File: src/rtl/pmcr_pkg.sv
package pmcr_pkg;

    localparam logic [7:0] PMCR_OFF_PHY = 8'hEC;
    localparam logic [7:0] PMCR_OFF_MISC = 8'hF0;

    localparam int PMCR_WORD_W = 32;
    localparam int PMCR_LANES = 4;
    localparam int PMCR_LANE_W = 8;
    localparam logic [31:0] PMCR_ZERO_WORD = 32'h0000_0000;
    localparam int PMCR_BIT_WAKE = 15;
    localparam int PMCR_BIT_REV23 = 11;

    localparam logic [31:0] PMCR_PHY_RESET = 32'h0000_0008;
    localparam logic [31:0] PMCR_PHY_WMASK = 32'h0000_009F;
    localparam logic [31:0] PMCR_MISC_RESET = 32'h0000_0800;
    localparam logic [31:0] PMCR_MISC_RO_MASK = 32'h0000_F800;
    localparam logic [31:0] PMCR_MISC_WMASK = 32'h0000_07FF;

    localparam int PMCR_BIT_ROUTE = 7;
    localparam logic [7:0] PMCR_EE_BYTE = 8'h38;

    typedef struct packed {
        logic       wr;
        logic       rd;
        logic [7:0] addr;
        logic [3:0] be;
        logic [31:0] wdata;
    } pmcr_cfg_req_s;

    typedef struct packed {
        logic       load;
        logic [7:0] addr;
        logic [7:0] data;
    } pmcr_ee_load_s;

endpackage : pmcr_pkg

File: src/rtl/pmcr_regs.sv
`timescale 1ns/1ps
// Notes on behaviour
// Route bit set drives cable-not-active to output.
// EEPROM byte 38h bit 7 loads route bit.
// PHY bit 3 resets to one, stays writable.
// Software keeps PHY bits 4,2,1,0 at zero.
// EEPROM byte 38h bit 3 must be one.
// EEPROM byte 38h bit 1 must be zero.
// PHY bits 31-8 and 6-5 read zero.
// Misc bits 31-16 and 14-12 read zero.
// Misc bit 15 wake-from-cold hardwired zero.
// Misc bit 11 hardwired one, read-only.
// Misc writable bits reset on any reset.
// Read-only writes ignored; writable bits hold values.
module pmcr_regs
    import pmcr_pkg::*;
(
    // Clock and reset.
    input wire logic mclk,
    input wire logic resetn,
    // Configuration cycles.
    input wire pmcr_cfg_req_s cfg_req,
    output logic [31:0] cfg_rdata,
    output logic cfg_rvalid,
    // Serial EEPROM loader.
    input wire pmcr_ee_load_s ee_load,
    // PHY side.
    input wire logic cable_not_active_flag,
    output logic cable_inactive_out,
    output logic cable_inactive_route_en
);

    // Decoded strobes for the current cycle.
    logic phy_wr_hit;
    logic misc_wr_hit;
    logic phy_rd_hit;
    logic misc_rd_hit;
    logic ee_route_hit;

    // Per-lane write enables and the merged register images.
    logic [PMCR_LANES-1:0] lane_we;
    logic [PMCR_WORD_W-1:0] phy_merge;
    logic [PMCR_WORD_W-1:0] misc_merge;

    // Images as software sees them on a read.
    logic [PMCR_WORD_W-1:0] phy_view;
    logic [PMCR_WORD_W-1:0] misc_view;

    // PHY link control register.
    logic [PMCR_WORD_W-1:0] phy_q;
    logic [PMCR_WORD_W-1:0] phy_d;

    // Misc bus configuration register.
    logic [PMCR_WORD_W-1:0] misc_q;
    logic [PMCR_WORD_W-1:0] misc_d;

    // Read return path.
    logic [PMCR_WORD_W-1:0] rdata_q;
    logic [PMCR_WORD_W-1:0] rdata_d;
    logic rvalid_q;
    logic rvalid_d;

    // Cable-not-active routing.
    logic cna_q;
    logic cna_d;
    logic route_q;
    logic route_d;

    // Write decode; writes to unmapped offsets fall through and are dropped.
    always_comb begin
        phy_wr_hit = cfg_req.wr && (cfg_req.addr == PMCR_OFF_PHY);
        misc_wr_hit = cfg_req.wr && (cfg_req.addr == PMCR_OFF_MISC);
        ee_route_hit = ee_load.load && (ee_load.addr == PMCR_EE_BYTE);
    end

    // Read decode; unmapped offsets still answer, with an all-zero word.
    always_comb begin
        phy_rd_hit = cfg_req.rd && (cfg_req.addr == PMCR_OFF_PHY);
        misc_rd_hit = cfg_req.rd && (cfg_req.addr == PMCR_OFF_MISC);
    end

    // Each byte enable gates one lane; a lane with its enable low keeps the stored byte.
    genvar lane;
    generate
        for (lane = 0; lane < PMCR_LANES; lane++) begin : g_lane
            localparam int LANE_LO = lane * PMCR_LANE_W;

            assign lane_we[lane] = cfg_req.be[lane];

            assign phy_merge[LANE_LO +: PMCR_LANE_W] = lane_we[lane]
                ? ((cfg_req.wdata[LANE_LO +: PMCR_LANE_W] & PMCR_PHY_WMASK[LANE_LO +: PMCR_LANE_W])
                    | (phy_q[LANE_LO +: PMCR_LANE_W] & ~PMCR_PHY_WMASK[LANE_LO +: PMCR_LANE_W]))
                : phy_q[LANE_LO +: PMCR_LANE_W];

            assign misc_merge[LANE_LO +: PMCR_LANE_W] = lane_we[lane]
                ? ((cfg_req.wdata[LANE_LO +: PMCR_LANE_W] & PMCR_MISC_WMASK[LANE_LO +: PMCR_LANE_W])
                    | (misc_q[LANE_LO +: PMCR_LANE_W] & ~PMCR_MISC_WMASK[LANE_LO +: PMCR_LANE_W]))
                : misc_q[LANE_LO +: PMCR_LANE_W];
        end
    endgenerate

    // PHY link control next value.
    always_comb begin
        phy_d = phy_q;
        if (phy_wr_hit) begin
            // Tuning bits stay writable; software is trusted to keep them at their defaults.
            phy_d = phy_merge; //
        end
        // The loader runs after reset, so it wins over a same-cycle write.
        if (ee_route_hit) begin
            phy_d[PMCR_BIT_ROUTE] = ee_load.data[PMCR_BIT_ROUTE];
        end
    end

    // Misc bus configuration next value.
    always_comb begin
        misc_d = misc_q;
        if (misc_wr_hit) begin
            misc_d = misc_merge;
        end
        // Hardwired bits are forced every cycle, so no write can disturb them.
        misc_d = (misc_d & PMCR_MISC_WMASK) | (PMCR_MISC_RESET & PMCR_MISC_RO_MASK); //
    end

    // Read images are rebuilt from the masks rather than trusted from storage.
    always_comb begin
        phy_view = phy_q & PMCR_PHY_WMASK;
        misc_view = (misc_q & PMCR_MISC_WMASK) | (PMCR_MISC_RESET & PMCR_MISC_RO_MASK); //
    end

    // Read return path next value.
    always_comb begin
        rvalid_d = cfg_req.rd;
        rdata_d = PMCR_ZERO_WORD;
        if (phy_rd_hit) begin
            rdata_d = phy_view;
        end else if (misc_rd_hit) begin
            rdata_d = misc_view;
        end
    end

    // Cable-not-active routing next value.
    always_comb begin
        cna_d = phy_q[PMCR_BIT_ROUTE] & cable_not_active_flag;
        route_d = phy_d[PMCR_BIT_ROUTE];
    end

    // Every reset source is merged into resetn upstream.
    always_ff @(posedge mclk or negedge resetn) begin
        if (!resetn) begin
            phy_q <= PMCR_PHY_RESET;
        end else begin
            phy_q <= phy_d;
        end
    end

    // Misc register storage.
    always_ff @(posedge mclk or negedge resetn) begin
        if (!resetn) begin
            misc_q <= PMCR_MISC_RESET;
        end else begin
            misc_q <= misc_d;
        end
    end

    // Read data register; it holds one cycle after the strobe.
    always_ff @(posedge mclk or negedge resetn) begin
        if (!resetn) begin
            rdata_q <= PMCR_ZERO_WORD;
        end else begin
            rdata_q <= rdata_d;
        end
    end

    // Read valid register.
    always_ff @(posedge mclk or negedge resetn) begin
        if (!resetn) begin
            rvalid_q <= 1'b0;
        end else begin
            rvalid_q <= rvalid_d;
        end
    end

    // Routed cable-not-active output; one cycle behind the flag input.
    always_ff @(posedge mclk or negedge resetn) begin
        if (!resetn) begin
            cna_q <= 1'b0;
        end else begin
            cna_q <= cna_d;
        end
    end

    // Copy of the route bit, kept so the output pin comes from its own flip-flop.
    always_ff @(posedge mclk or negedge resetn) begin
        if (!resetn) begin
            route_q <= PMCR_PHY_RESET[PMCR_BIT_ROUTE];
        end else begin
            route_q <= route_d;
        end
    end

    // Outputs.
    assign cfg_rdata = rdata_q;
    assign cfg_rvalid = rvalid_q;
    assign cable_inactive_out = cna_q;
    assign cable_inactive_route_en = route_q;

endmodule : pmcr_regs
File: config.mk
export PLATFORM = sky130hd
export DESIGN_NAME = pmcr_regs
export DESIGN_NICKNAME = d
export VERILOG_FILES = /design/src/rtl/pmcr_pkg.sv /design/src/rtl/pmcr_regs.sv
export SDC_FILE = /design/constraint.sdc
export NUM_CORES = 1
export LEC_CHECK = 0
export BUFFER_PORTS_ARGS = -buffer_cell sky130_fd_sc_hd__buf_2
export CORE_MARGIN = 4
export CORE_UTILIZATION = 35
export DETAILED_ROUTE_END_ITERATION = 7
export GPL_TIMING_DRIVEN = 1
export PLACE_DENSITY = 0.71
export SLEW_MARGIN = 15
export SYNTH_ARGS = -nofsm -noshare
export SYNTH_HDL_FRONTEND = slang
export SYNTH_SLANG_ARGS = --single-unit
File: constraint.sdc
create_clock -name mclk -period 1.9 [get_ports mclk]
set_input_delay 0.095 -clock mclk [delete_from_list [all_inputs] [get_ports mclk]]
set_output_delay 0.095 -clock mclk [all_outputs]
set_load 0.005 [all_outputs]
## Word-level counts from Yosys, hierarchy flattened

Cells that the tools add are included.

| operators by class | value |
|---|---|
| reduce and logical (&&, ||, !) cells | 11 |
| eq/ne operators | 3 |
| multiplexer cells | 5 |
| bitwise gates (word level) | 2 |

Operator list:

| kind | count |
|---|---|
| $mux W32 | 1 |
| $eq A8 B8 Y1 const B | 2 |
| $mux W8 | 2 |
| $mux W12 | 1 |
| $eq A8 B6 Y1 const B | 1 |
| $or A8 B7 Y8 | 1 |
| $reduce_and A2 Y1 | 4 |
| $logic_and A1 B1 Y1 | 5 |
| $reduce_bool A2 Y1 | 2 |
| $and A1 B1 Y1 | 1 |
| $mux W1 | 1 |

| storage, ports and cells | value |
|---|---|
| register bits after elaboration | 53 |
| output and inout bits | 35 |
| bits of input ports | 66 |
| word-level logic and storage cells | 28 |

## Longest topological paths before layout

Gate-level depths: netlist of run 1.

| logic depth | value |
|---|---|
| word-level depth | 4 |
| depth in mapped cells | 5 |
| depth with buffers taken out | 3 |

## Worst setup path before layout of run 1

OpenSTA, ideal clock, no wires.

| path | value |
|---|---|
| path type | input-to-reg |
| start | input port cfg_req[36] in the netlist's numbering |
| end | register misc_q[10] |
| path buffers | 1 |
| data required time | 1.775 ns |
| library setup time | 0.125 ns |
| slack | 0.541 ns |
| data arrival time | 1.234 ns |
| cell stages on the path | 4 |
| cells stage by stage | nand4bb_1 -> buf_2 -> or4_4 -> mux2_4 |

| between the ends | value |
|---|---|
| word-level cells in the longest chain between the ends | 3 |

RTL lines:

| element | RTL line | RTL |
|---|---|---|
| start: declaration | pmcr_regs.sv:22 | `input wire pmcr_cfg_req_s cfg_req,` |
| $eq A8 B8 Y1 | pmcr_regs.sv:72 | `misc_wr_hit = cfg_req.wr && (cfg_req.addr == PMCR_OFF_MISC);` |
| $logic_and A1 B1 Y1 | pmcr_regs.sv:72 |  |
| $reduce_and A2 Y1 (no source line) | -- |  |
| end signal: assignment | pmcr_regs.sv:162 | `misc_q <= misc_d;` |
| end: declaration | pmcr_regs.sv:54 | `logic [PMCR_WORD_W-1:0] misc_q;` |

Every way passes these cells.
A chain may end at the register's enable or synchronous reset.

## Worst setup path in the final report of run 1

| path | value |
|---|---|
| start | input port cfg_req[36] in the netlist's numbering |
| end | register misc_q[8] |

The elaborated chain is that of the path after synthesis.

==> results of run 1 <==
[registers in the layout, summed over array words and instances (netlist names)]
register,count
cfg_rvalid,1
cfg_rdata,12
phy_q,6
cable_inactive_out,1
misc_q,11
[cells by family (layout without fill, tap and decap cells)]
logic type,Yosys count,after routing,synth area share
flip-flops,31,31,0.565
buffers and inverters,26,66,0.127
AND/OR/NAND/NOR,21,21,0.118
multiplexers,16,16,0.139
AO/OA/AOI/OAI,8,8,0.0482
other,1,20,0.00272
[power by group through the flow]
stage	Sequential (µW)	Clock, µW	Combinational, µW
detailed placement	694	0	90.8
CTS	682	486	94.4
global route	683	523	108
finish	682	467	93.6
floorplan	693	0	62.3
global placement	693	0	87.0
[area by class of cell]
cell class	instances	area [µm²]
Fill cell	381	2030
Sequential cell	31	777
Multi-Input combinational cell	65	495
Timing Repair Buffer	54	285
Clock buffer	7	76.3
Tap cell	48	60.1
Inverter	4	15.0
Clock inverter	1	5.00
[worst max path at each step]
stage	from	endpoint	cells after the start
2_1_floorplan	cfg_req[36]	misc_q[10]	4
3_3_place_gp	cfg_req[36]	misc_q[10]	4
3_5_place_dp	cfg_req[36]	misc_q[8]	4
4_1_cts	cfg_req[36]	misc_q[8]	4
5_1_grt	cfg_req[36]	phy_q[1]	4
6_report	cfg_req[36]	misc_q[8]	4
[layout by cell type, fill, tap and decap left out, drive strengths merged]
cell	Yosys	layout
buf	22	52
a22o	6	6
dfstp	1	1
or4	2	2
nand4	1	1
dfrtp	30	30
o31ai	1	1
and2	6	6
dlygate4sd3	0	2
conb	1	20
clkbuf	0	7
nor3	5	5
nand4b	1	1
mux2	16	16
a31oi	1	1
clkinv	0	1
nor4bb	2	2
nand4bb	2	2
nand2	2	2
inv	4	4
[per-layer routing]
layer  GRT usage  wire, µm  vias up
met5           0         0        -
met4      0.0564        41        0
met3      0.0455       249        4
met2       0.188      1320       43
met1       0.120      1020      442
li1            -         -      432
[per-stage QoR]
step           power (µW)  area [µm²]  cells
2_1_floorplan         755        1450    122
6_report             1240        1710    210
5_1_grt              1310        1710    210
3_3_place_gp          780        1610    200
4_1_cts              1260        1710    210
3_5_place_dp          784        1610    200
[what timing repair did]
action	4_1_cts	5_1_grt
hold buffers	2	0
setup buffers	0	0
endpoints found under the hold margin	31	0
==> summary.txt, run 1 <==
Status
  – Status: finished clean

Yosys
  – Most used DFF post-synth: dfrtp_1
  – Yosys reg bits: 31
  – Synth area leader: dfrtp_1
  – Post-Syn Instances: about 100
  – Count leader, synth: dfrtp_1
  – Syn_area_per_cell: about 13 µm²
  – YS warnings: 0
  – Synthesized area: about 1400 µm²
  – Post-synth top cells: 30 x dfrtp_1, 20 x buf_4, 13 x mux2_2
  – Number of synthesized flops with an enable pin: 0
  – Share of synthesized registers carrying an async set or reset: 1.00
  – Synth top area cells: dfrtp_1 55%, buf_4 11%, mux2_2 11%, a22o_1 3.8%, mux2_4 3.3%
  – Synth unique cells: 22
  – Yosys top cell area share: 0.545
  – Seq/Total Area, Yosys: 0.565

Power and ir drop
  – Maximum vdd ir drop: 0.243 mV
  – NetSw: 266 µW
  – Sequential power share: 0.549
  – Cell Int Power: 976 µW
  – Clock Power Share: 0.376
  – Logic pwr share: 0.075
  – Pwr Density: 725 nW/µm²
  – Lkg Pwr: around 0.00096 µW
  – Switching share of power: 0.214

STA
  – Hold Fails Final Rpt: 0
  – Final min period: 1390 ps
  – TNS Setup: 0 ps
  – Slew margin rel.: 0.565
  – Clock skew: 5.52 ps
  – Slew @ Worst Pin: between 600 and 700 ps
  – Worst hold slack: between 40 and 50 ps
  – Peak Freq: about 0.72 GHz
  – Max-slew violations: 0
  – Final setup vio count: 0
  – Unrepaired setup endpoints after global routing: no
  – Final period utilization: 0.731
  – Setup WS post-layout: 510 ps

Layout
  – Final core utilization: 0.458
  – Diode count: 0
  – Layout cells sized above 1: 0.481
  – Syn-to-layout area delta: 24.5%
  – Final nets: 227

Routing
  – Routed via count: 921
  – Pre-antenna DRT Iters: 4
  – DRC Markers: 0
  – DR WL/cell: 12.5 µm
  – Final ANT Viol Nets: 0
  – DR vias/cell: 4.39
  – DR iter-0 viols: 52
  – Post-Route WL: 2630 µm

Global route
  – GRT Total Usage: 0.111
  – Initial antenna violation count: 0
  – Vias in the first global route: ~970
  – First-pass GRT wire length: 4260 µm
  – Grt ovf: 0
  – Largest net degree at the start of global routing: 32

Setup path
  – Crit path DAT: 1540 ps
  – Worst endpoint required time: 2050 ps
  – Critical path startpoint category: input port
  – Worst flop-to-flop path endpoint: phy_q[1]
  – CP Cell Sequence: buf_2 > nand4bb_1 > or4_4 > mux2_4
  – R2r setup slk: ~1100 ps
  – WP buf/inv: 1
  – Crit-path max cell delay: 640 ps
  – Kind of critical path: in -> reg
  – CP top delay family: simple AND/OR/NAND/NOR gates
  – Slowest-stage cell, CP: or4_4
  – R2R depth: 1
  – Critical path fanouts, max: 7
  – Critical Path Sink Type: register
  – Worst r2r src: phy_q[1]

Floorplanning
  – Ports: 101
  – Die ar.: between 4000 and 5000 µm²
  – DIE HEIGHT: between 70 and 80 µm
  – Initial Util: 0.368
  – # rows: 22
  – Chip width: 70.7 µm
  – Area of the core: 3740 µm²

Run
  – Max-cap check violation count: 0

CTS
  – Clk slew on worst S/H paths: 60 ps
  – Clock Latency Late Sink: 270 ps
  – H-tree levels: 2
  – Post-cts resize count: 0
  – Root buf cell: clkbuf_8
  – Clock tree sinks: 31
  – CTS tree: done
  – CTS max path bufs: 2
  – Num CTS Buffers: 5

Min path
  – Hold Path End: cable_inactive_out
  – WHS Path Cells: 2
  – Hold_sp: cable_not_active_flag
  – Hold/Removal Path Class: in -> reg

Placement
  – Setup Slack @ Placement: 222 ps
  – # port buffers: 50
  – GPL Wtd Cong: 0.794
  – HPWL after DPL: 2060 µm
No activity file was read; power rests on OpenSTA's default activity.
==> run 2: changes to the inputs <==
Clock period 1.9 ns to 1.4 ns, I/O delays scaled along.
==> summary.txt, run 2 (synthesized netlist as in run 1, its figures left out) <==
CTS
  – CTS max path bufs: 2 (unchanged)
  – Post-CTS Setup Bufs: 0 (unchanged)
  – CTS tree: done
  – H-tree levels: 2 (unchanged)
  – Root buf cell: clkbuf_8
  – Clk slew on worst S/H paths: 60 ps (about the same)
  – Clock tree sinks: 31 (unchanged)
  – Num CTS Buffers: 5 (unchanged)
  – Clock Latency Late Sink: 280 ps (about the same)

Routing
  – Routed via count: 953 (+3.5%)
  – Post-Route WL: 2740 µm (+4.1%)
  – DRC Markers: 0 (unchanged)
  – DR vias/cell: 4.41 (+0.60%)
  – Pre-antenna DRT Iters: 4 (unchanged)
  – DR iter-0 viols: 34 (-35%)
  – DR WL/cell: 12.7 µm (+1.2%)
  – Final ANT Viol Nets: 0 (unchanged)

Global route
  – First-pass GRT wire length: 4370 µm (+2.4%)
  – GRT Total Usage: 0.114 (+0.00251)
  – Largest net degree at the start of global routing: 32 (unchanged)
  – Grt ovf: 0 (unchanged)
  – Initial antenna violation count: 0 (unchanged)
  – Vias in the first global route: 1039 (+7.4%)

STA
  – Max-slew violations: 0 (unchanged)
  – Final min period: 1170 ps
  – Slew margin rel.: 0.563 (-0.00211)
  – Final period utilization: 0.836
  – Peak Freq: 0.855 GHz
  – Final setup vio count: 0 (unchanged)
  – Clock skew: 0.939 ps (-4.58 ps)
  – Hold Fails Final Rpt: 0 (unchanged)
  – Slew @ Worst Pin: 655 ps (+3.16 ps)
  – Unrepaired setup endpoints after global routing: no

Setup path
  – Worst endpoint required time: 1560 ps (-490 ps)
  – Kind of critical path: in -> reg
  – Critical Path Sink Type: register
  – Critical path startpoint category: input port
  – R2R depth: 1 (unchanged)
  – R2r setup slk: 630 ps (-500 ps)
  – Critical path fanouts, max: 8 (+1)
  – Crit path DAT: 1330 ps (-210 ps)

Placement
  – GPL Wtd Cong: 0.734 (-7.6%)
  – Placed cells: 205 (+2.5%)
  – # port buffers: 50 (unchanged)
  – HPWL after DPL: 2100 µm (+2.2%)

Floorplanning
  – Chip width: 70.7 µm (unchanged)
  – Area of the core: 3740 µm² (unchanged)
  – DIE HEIGHT: 70.7 µm (unchanged)
  – Ports: 101 (unchanged)
  – Initial Util: 0.368 (unchanged)
  – Die ar.: 5000 µm² (unchanged)
  – # rows: 22 (unchanged)

Layout
  – Most frequent cells in the layout: 50 x buf_2, 30 x dfrtp_1, 20 x conb_1, 13 x mux2_2, 7 x clkbuf_8
  – Final core utilization: 0.479 (+0.0211)
  – Layout cells sized above 1: 0.500 (+0.0185)
  – Syn-to-layout area delta: 30.3%
  – Max reg flops: 12 (unchanged)
  – Fin cells: 216 (+2.9%)
  – Final nets: 233 (+2.6%)
  – Diode count: 0 (unchanged)
  – Commonest non-fill, non-tap cell in the layout: buf_2

Run
  – Max-cap check violation count: 0 (unchanged)

Power and ir drop
  – Lkg Pwr: 0.000998 µW (+4.1%)
  – Maximum vdd ir drop: 0.379 mV (+56%)
  – Pwr Density: 1010 nW/µm² (+39%)

Min path
  – Hold/Removal Path Class: in -> reg
  – WHS Path Cells: 2 (unchanged)

Status
  – Status: finished clean
-- run 2: cell types whose count changed in the layout (fill, tap and decap cells not counted), sizes merged --
cell	before	now
buf	52	57
clkinv	1	0
dlygate4sd3	2	3
clkbuf	7	8
-- run 2: worst max-delay path, stage by stage --
cell and delay, ps:
buf_2 90, nand4bb_1 260, buf_4 210, nor3_4 210, buf_12 150, mux2_2 330
-- run 2: final timing paths --
path,startpoint,to
min in group asynchronous,resetn,cfg_rdata[7]
max,cfg_req[36],misc_q[1]
max reg2reg,misc_q[1],misc_q[1]
max in group asynchronous,resetn,misc_q[4]
min,cfg_req[9],misc_q[9]
min reg2reg,misc_q[5],cfg_rdata[5]
-- run 2: power by group --
| part | total, µW | switching, µW | internal (µW) |
|---|---|---|---|
| Clock | 748 | 300 | 448 |
| Sequential | 925 | 9.70 | 916 |
| Combinational | 134 | 66.7 | 66.8 |
| Total | 1810 | 377 | 1430 |
-- run 2: repair_timing --
action,4_1_cts,5_1_grt
setup endpoints to repair,0,0
hold endpoints to repair,32,0
resized for setup,0,0
hold buffers,3,0
-- run 2: layout make-up --
type                            instances  area, µm²
Fill cell                             364       1950
Sequential cell                        31        777
Multi-Input combinational cell         65        495
Timing Repair Buffer                   60        345
Clock buffer                            8        100
Tap cell                               48       60.1
Inverter                                4       15.0
-- run 2: metal layers --
layer	share of wire	up-vias	global-route usage	wire length (µm)
li1	-	447	-	-
met1	0.36	460	0.117	993
met2	0.53	43	0.200	1450
met3	0.094	3	0.0341	258
met4	0.014	0	0.0731	38
met5	0	-	0	0
-- run 2: metrics by stage --
| step | hold WS, ps | worst slack, ps | area [µm²] | power, µW | setup TNS, ps |
|---|---|---|---|---|---|
| 4_1_cts | 19.4 | 211 | 1790 | 1840 | 0 |
| 3_5_place_dp | 141 | -75.5 | 1660 | 1070 | -851 |
| 3_3_place_gp | 123 | -25.9 | 1660 | 1060 | -251 |
| 2_1_floorplan | -226 | 66.2 | 1450 | 1020 | 0 |
| 5_1_grt | 19.5 | 156 | 1790 | 1890 | 0 |
| 6_report | 30.3 | 230 | 1790 | 1810 | 0 |
==> run 3: changes to the inputs <==
Settings changed: ABC_AREA set to 1.
Clock period 1.4 ns to 1 ns, I/O delays scaled along.
==> summary.txt, run 3 <==
Yosys
  – Syn_area_per_cell: 8.22 µm² (-38%)
  – Synth unique cells: 20 (-9.1%)
  – Post-Syn Instances: 191 (+85%)
  – Share of synthesized registers carrying an async set or reset: 1.00 (unchanged)
  – Number of synthesized flops with an enable pin: 0 (unchanged)
  – YS warnings: 0 (unchanged)
  – Post-synth top cells: 44 x inv_1, 44 x nand2_1, 30 x dfrtp_1
  – Yosys reg bits: 31 (unchanged)
  – Most used DFF post-synth: dfrtp_1
  – Seq/Total Area, Yosys: 0.495 (-0.0697)
  – Synthesized area: 1570 µm² (+14%)
  – Synth top area cells: dfrtp_1 48%, inv_1 11%, nand2_1 11%, buf_4 10%, nand4_1 4.8%
  – Yosys top cell area share: 0.478 (-0.0674)
  – Synth area leader: dfrtp_1

Routing
  – DR vias/cell: 4.18 (-5.3%)
  – DR iter-0 viols: 49 (+44%)
  – Pre-antenna DRT Iters: 4 (unchanged)
  – Met1 WL: 1220 µm (+23%)
  – Final ANT Viol Nets: 0 (unchanged)
  – DR WL/cell: 10.5 µm (-17%)
  – Met3 wire len: 320 µm (+24%)
  – Met2 wire length: 1660 µm (+15%)
  – Post-Route WL: 3260 µm (+19%)
  – Routed via count: 1300 (+36%)
  – DRC Markers: 0 (unchanged)
  – Top sig layer: met4

STA
  – Clock skew: 3.67 ps (+2.73 ps)
  – Unrepaired setup endpoints after global routing: no
  – Setup WS post-layout: 75.2 ps (-155 ps)
  – Final min period: 925 ps
  – Hold Fails Final Rpt: 0 (unchanged)
  – Worst hold slack: 22.8 ps (-7.48 ps)
  – TNS Setup: 0 ps (unchanged)
  – Max-slew violations: 0 (unchanged)
  – Final period utilization: 0.925
  – Peak Freq: 1.08 GHz
  – Final setup vio count: 0 (unchanged)

CTS
  – Clock Latency Late Sink: 280 ps (about the same)
  – CTS tree: done
  – Num CTS Buffers: 5 (unchanged)
  – Clk slew on worst S/H paths: 60 ps (about the same)
  – CTS max path bufs: 2 (unchanged)
  – Root buf cell: clkbuf_8
  – Clock tree sinks: 31 (unchanged)
  – H-tree levels: 2 (unchanged)

Setup path
  – Worst r2r src: misc_q[9]
  – Worst endpoint required time: 1170 ps (-390 ps)
  – Crit path DAT: 1090 ps (-240 ps)
  – Critical path startpoint category: input port
  – Worst flop-to-flop path endpoint: misc_q[9]
  – Kind of critical path: in -> reg
  – R2r setup slk: 280 ps (-350 ps)
  – Critical path fanouts, max: 6 (-2)
  – R2R depth: 4 (+3)
  – Critical Path Sink Type: register

Floorplanning
  – # rows: 24 (+9.1%)
  – Area of the core: 4350 µm² (+16%)
  – Ports: 101 (unchanged)
  – Die ar.: 5620 µm² (+12%)
  – Initial Util: 0.361 (-0.00701)
  – Chip width: 75.0 µm (+6.0%)
  – DIE HEIGHT: 75.0 µm (+6.0%)

Min path
  – Hold/Removal Path Class: in -> reg
  – WHS Path Cells: 3 (+1)
  – Hold_sp: cfg_req[3]
  – Hold Path End: phy_q[3]

Placement
  – Setup Slack @ Placement: -35.2 ps (+40.3 ps)
  – GPL Wtd Cong: 0.817 (+11%)
  – # port buffers: 50 (unchanged)
  – HPWL after DPL: 2510 µm (+19%)

Layout
  – Final nets: 324 (+39%)
  – Syn-to-layout area delta: 27.9%
  – Multi-input logic area: 517 µm² (+4.3%)
  – Filler Cells Inserted: 419 (+15%)
  – Most frequent cells in the layout: 49 x buf_2, 44 x inv_1, 44 x nand2_1, 30 x dfrtp_1, 20 x conb_1
  – Diode count: 0 (unchanged)
  – Max reg flops: 12 (unchanged)
  – Layout cells sized above 1: 0.313 (-0.187)
  – Commonest non-fill, non-tap cell in the layout: buf_2
  – Reg area: 777 µm² (unchanged)

Global route
  – Initial antenna violation count: 0 (unchanged)
  – First-pass GRT wire length: 5110 µm (+17%)
  – Vias in the first global route: 1215 (+17%)
  – Grt ovf: 0 (unchanged)
  – Largest net degree at the start of global routing: 19 (-41%)
  – GRT Total Usage: 0.124 (+0.00969)

Power and ir drop
  – Maximum vdd ir drop: 0.427 mV (+12%)
  – Pwr Density: 1260 nW/µm² (+25%)
  – Lkg Pwr: 0.00123 µW (+23%)

Status
  – Status: finished clean

Run
  – Max-cap check violation count: 0 (unchanged)
## run 3: cell count changes after synthesis, sizes merged, moves of 4 or more
cell / before / now
and2: 6 / 0
mux2: 16 / 0
nor3: 5 / 1
nand2: 2 / 45
o21ai: 0 / 11
nor2: 0 / 13
nand4: 1 / 12
inv: 4 / 45
nand3: 0 / 8
a22o: 6 / 0
## run 3: worst max-delay path by stage
stage	cells past startpoint	endpoint	start	slack [ps]
after global routing	7	cfg_rdata[2]	cfg_req[44]	20
after global placement	9	misc_q[0]	cfg_req[36]	-20
after CTS	7	cfg_rdata[3]	cfg_req[44]	70
final	7	cfg_rdata[3]	cfg_req[44]	80
after detailed placement	9	misc_q[1]	cfg_req[36]	-40
after floorplan	7	misc_q[0]	cfg_req[36]	180
## run 3: repair_timing
action                     in CTS  in global routing
resized for setup               0                  3
setup endpoints to repair       0                  1
hold endpoints to repair       33                  0
setup buffers                   0                  0
hold buffers                    3                  0
## run 3: logic make-up after synthesis
logic type	Yosys count	synth area share
AND/OR/NAND/NOR	79	0.237
buffers and inverters	69	0.222
other	1	0.00239
flip-flops	31	0.495
AO/OA/AOI/OAI	11	0.0446
## run 3: critical path, stage by stage
cell           delay, ps
dlygate4sd3_1        550
buf_4                150
inv_1                 60
nor2_2                40
buf_6                120
nand2_1               50
o21ai_0               70
## run 3: power by group
group	leakage, µW	total (µW)	switching, µW	internal [µW]
clock	0.0000482	993	439	554
combinational	0.000809	249	142	107
sequential	0.000371	1290	9.20	1280
total	0.00123	2530	590	1940
## run 3: final cells by class
type                    count  area share
multi-input cells         110       0.257
clock buffers               7      0.0430
clock inverters             1     0.00249
inverters                  45      0.0841
repair buffers             65       0.194
flip-flops and latches     31       0.387
well taps                  52      0.0324
## run 3: per-layer routing
metal / up-vias / track usage
li1: 664 / -
met1: 584 / 0.127
met2: 45 / 0.218
met3: 7 / 0.0521
met4: 0 / 0.0553
met5: - / 0
## run 3: through the flow
step / power, µW / utilization / area (µm²) / instances
3_5_place_dp: 1550 / 0.432 / 1880 / 300
2_1_floorplan: 1470 / - / 1640 / 210
6_report: 2530 / 0.461 / 2010 / 311
4_1_cts: 2570 / 0.460 / 2000 / 311
3_3_place_gp: 1540 / 0.432 / 1880 / 300
5_1_grt: 2660 / 0.461 / 2010 / 311
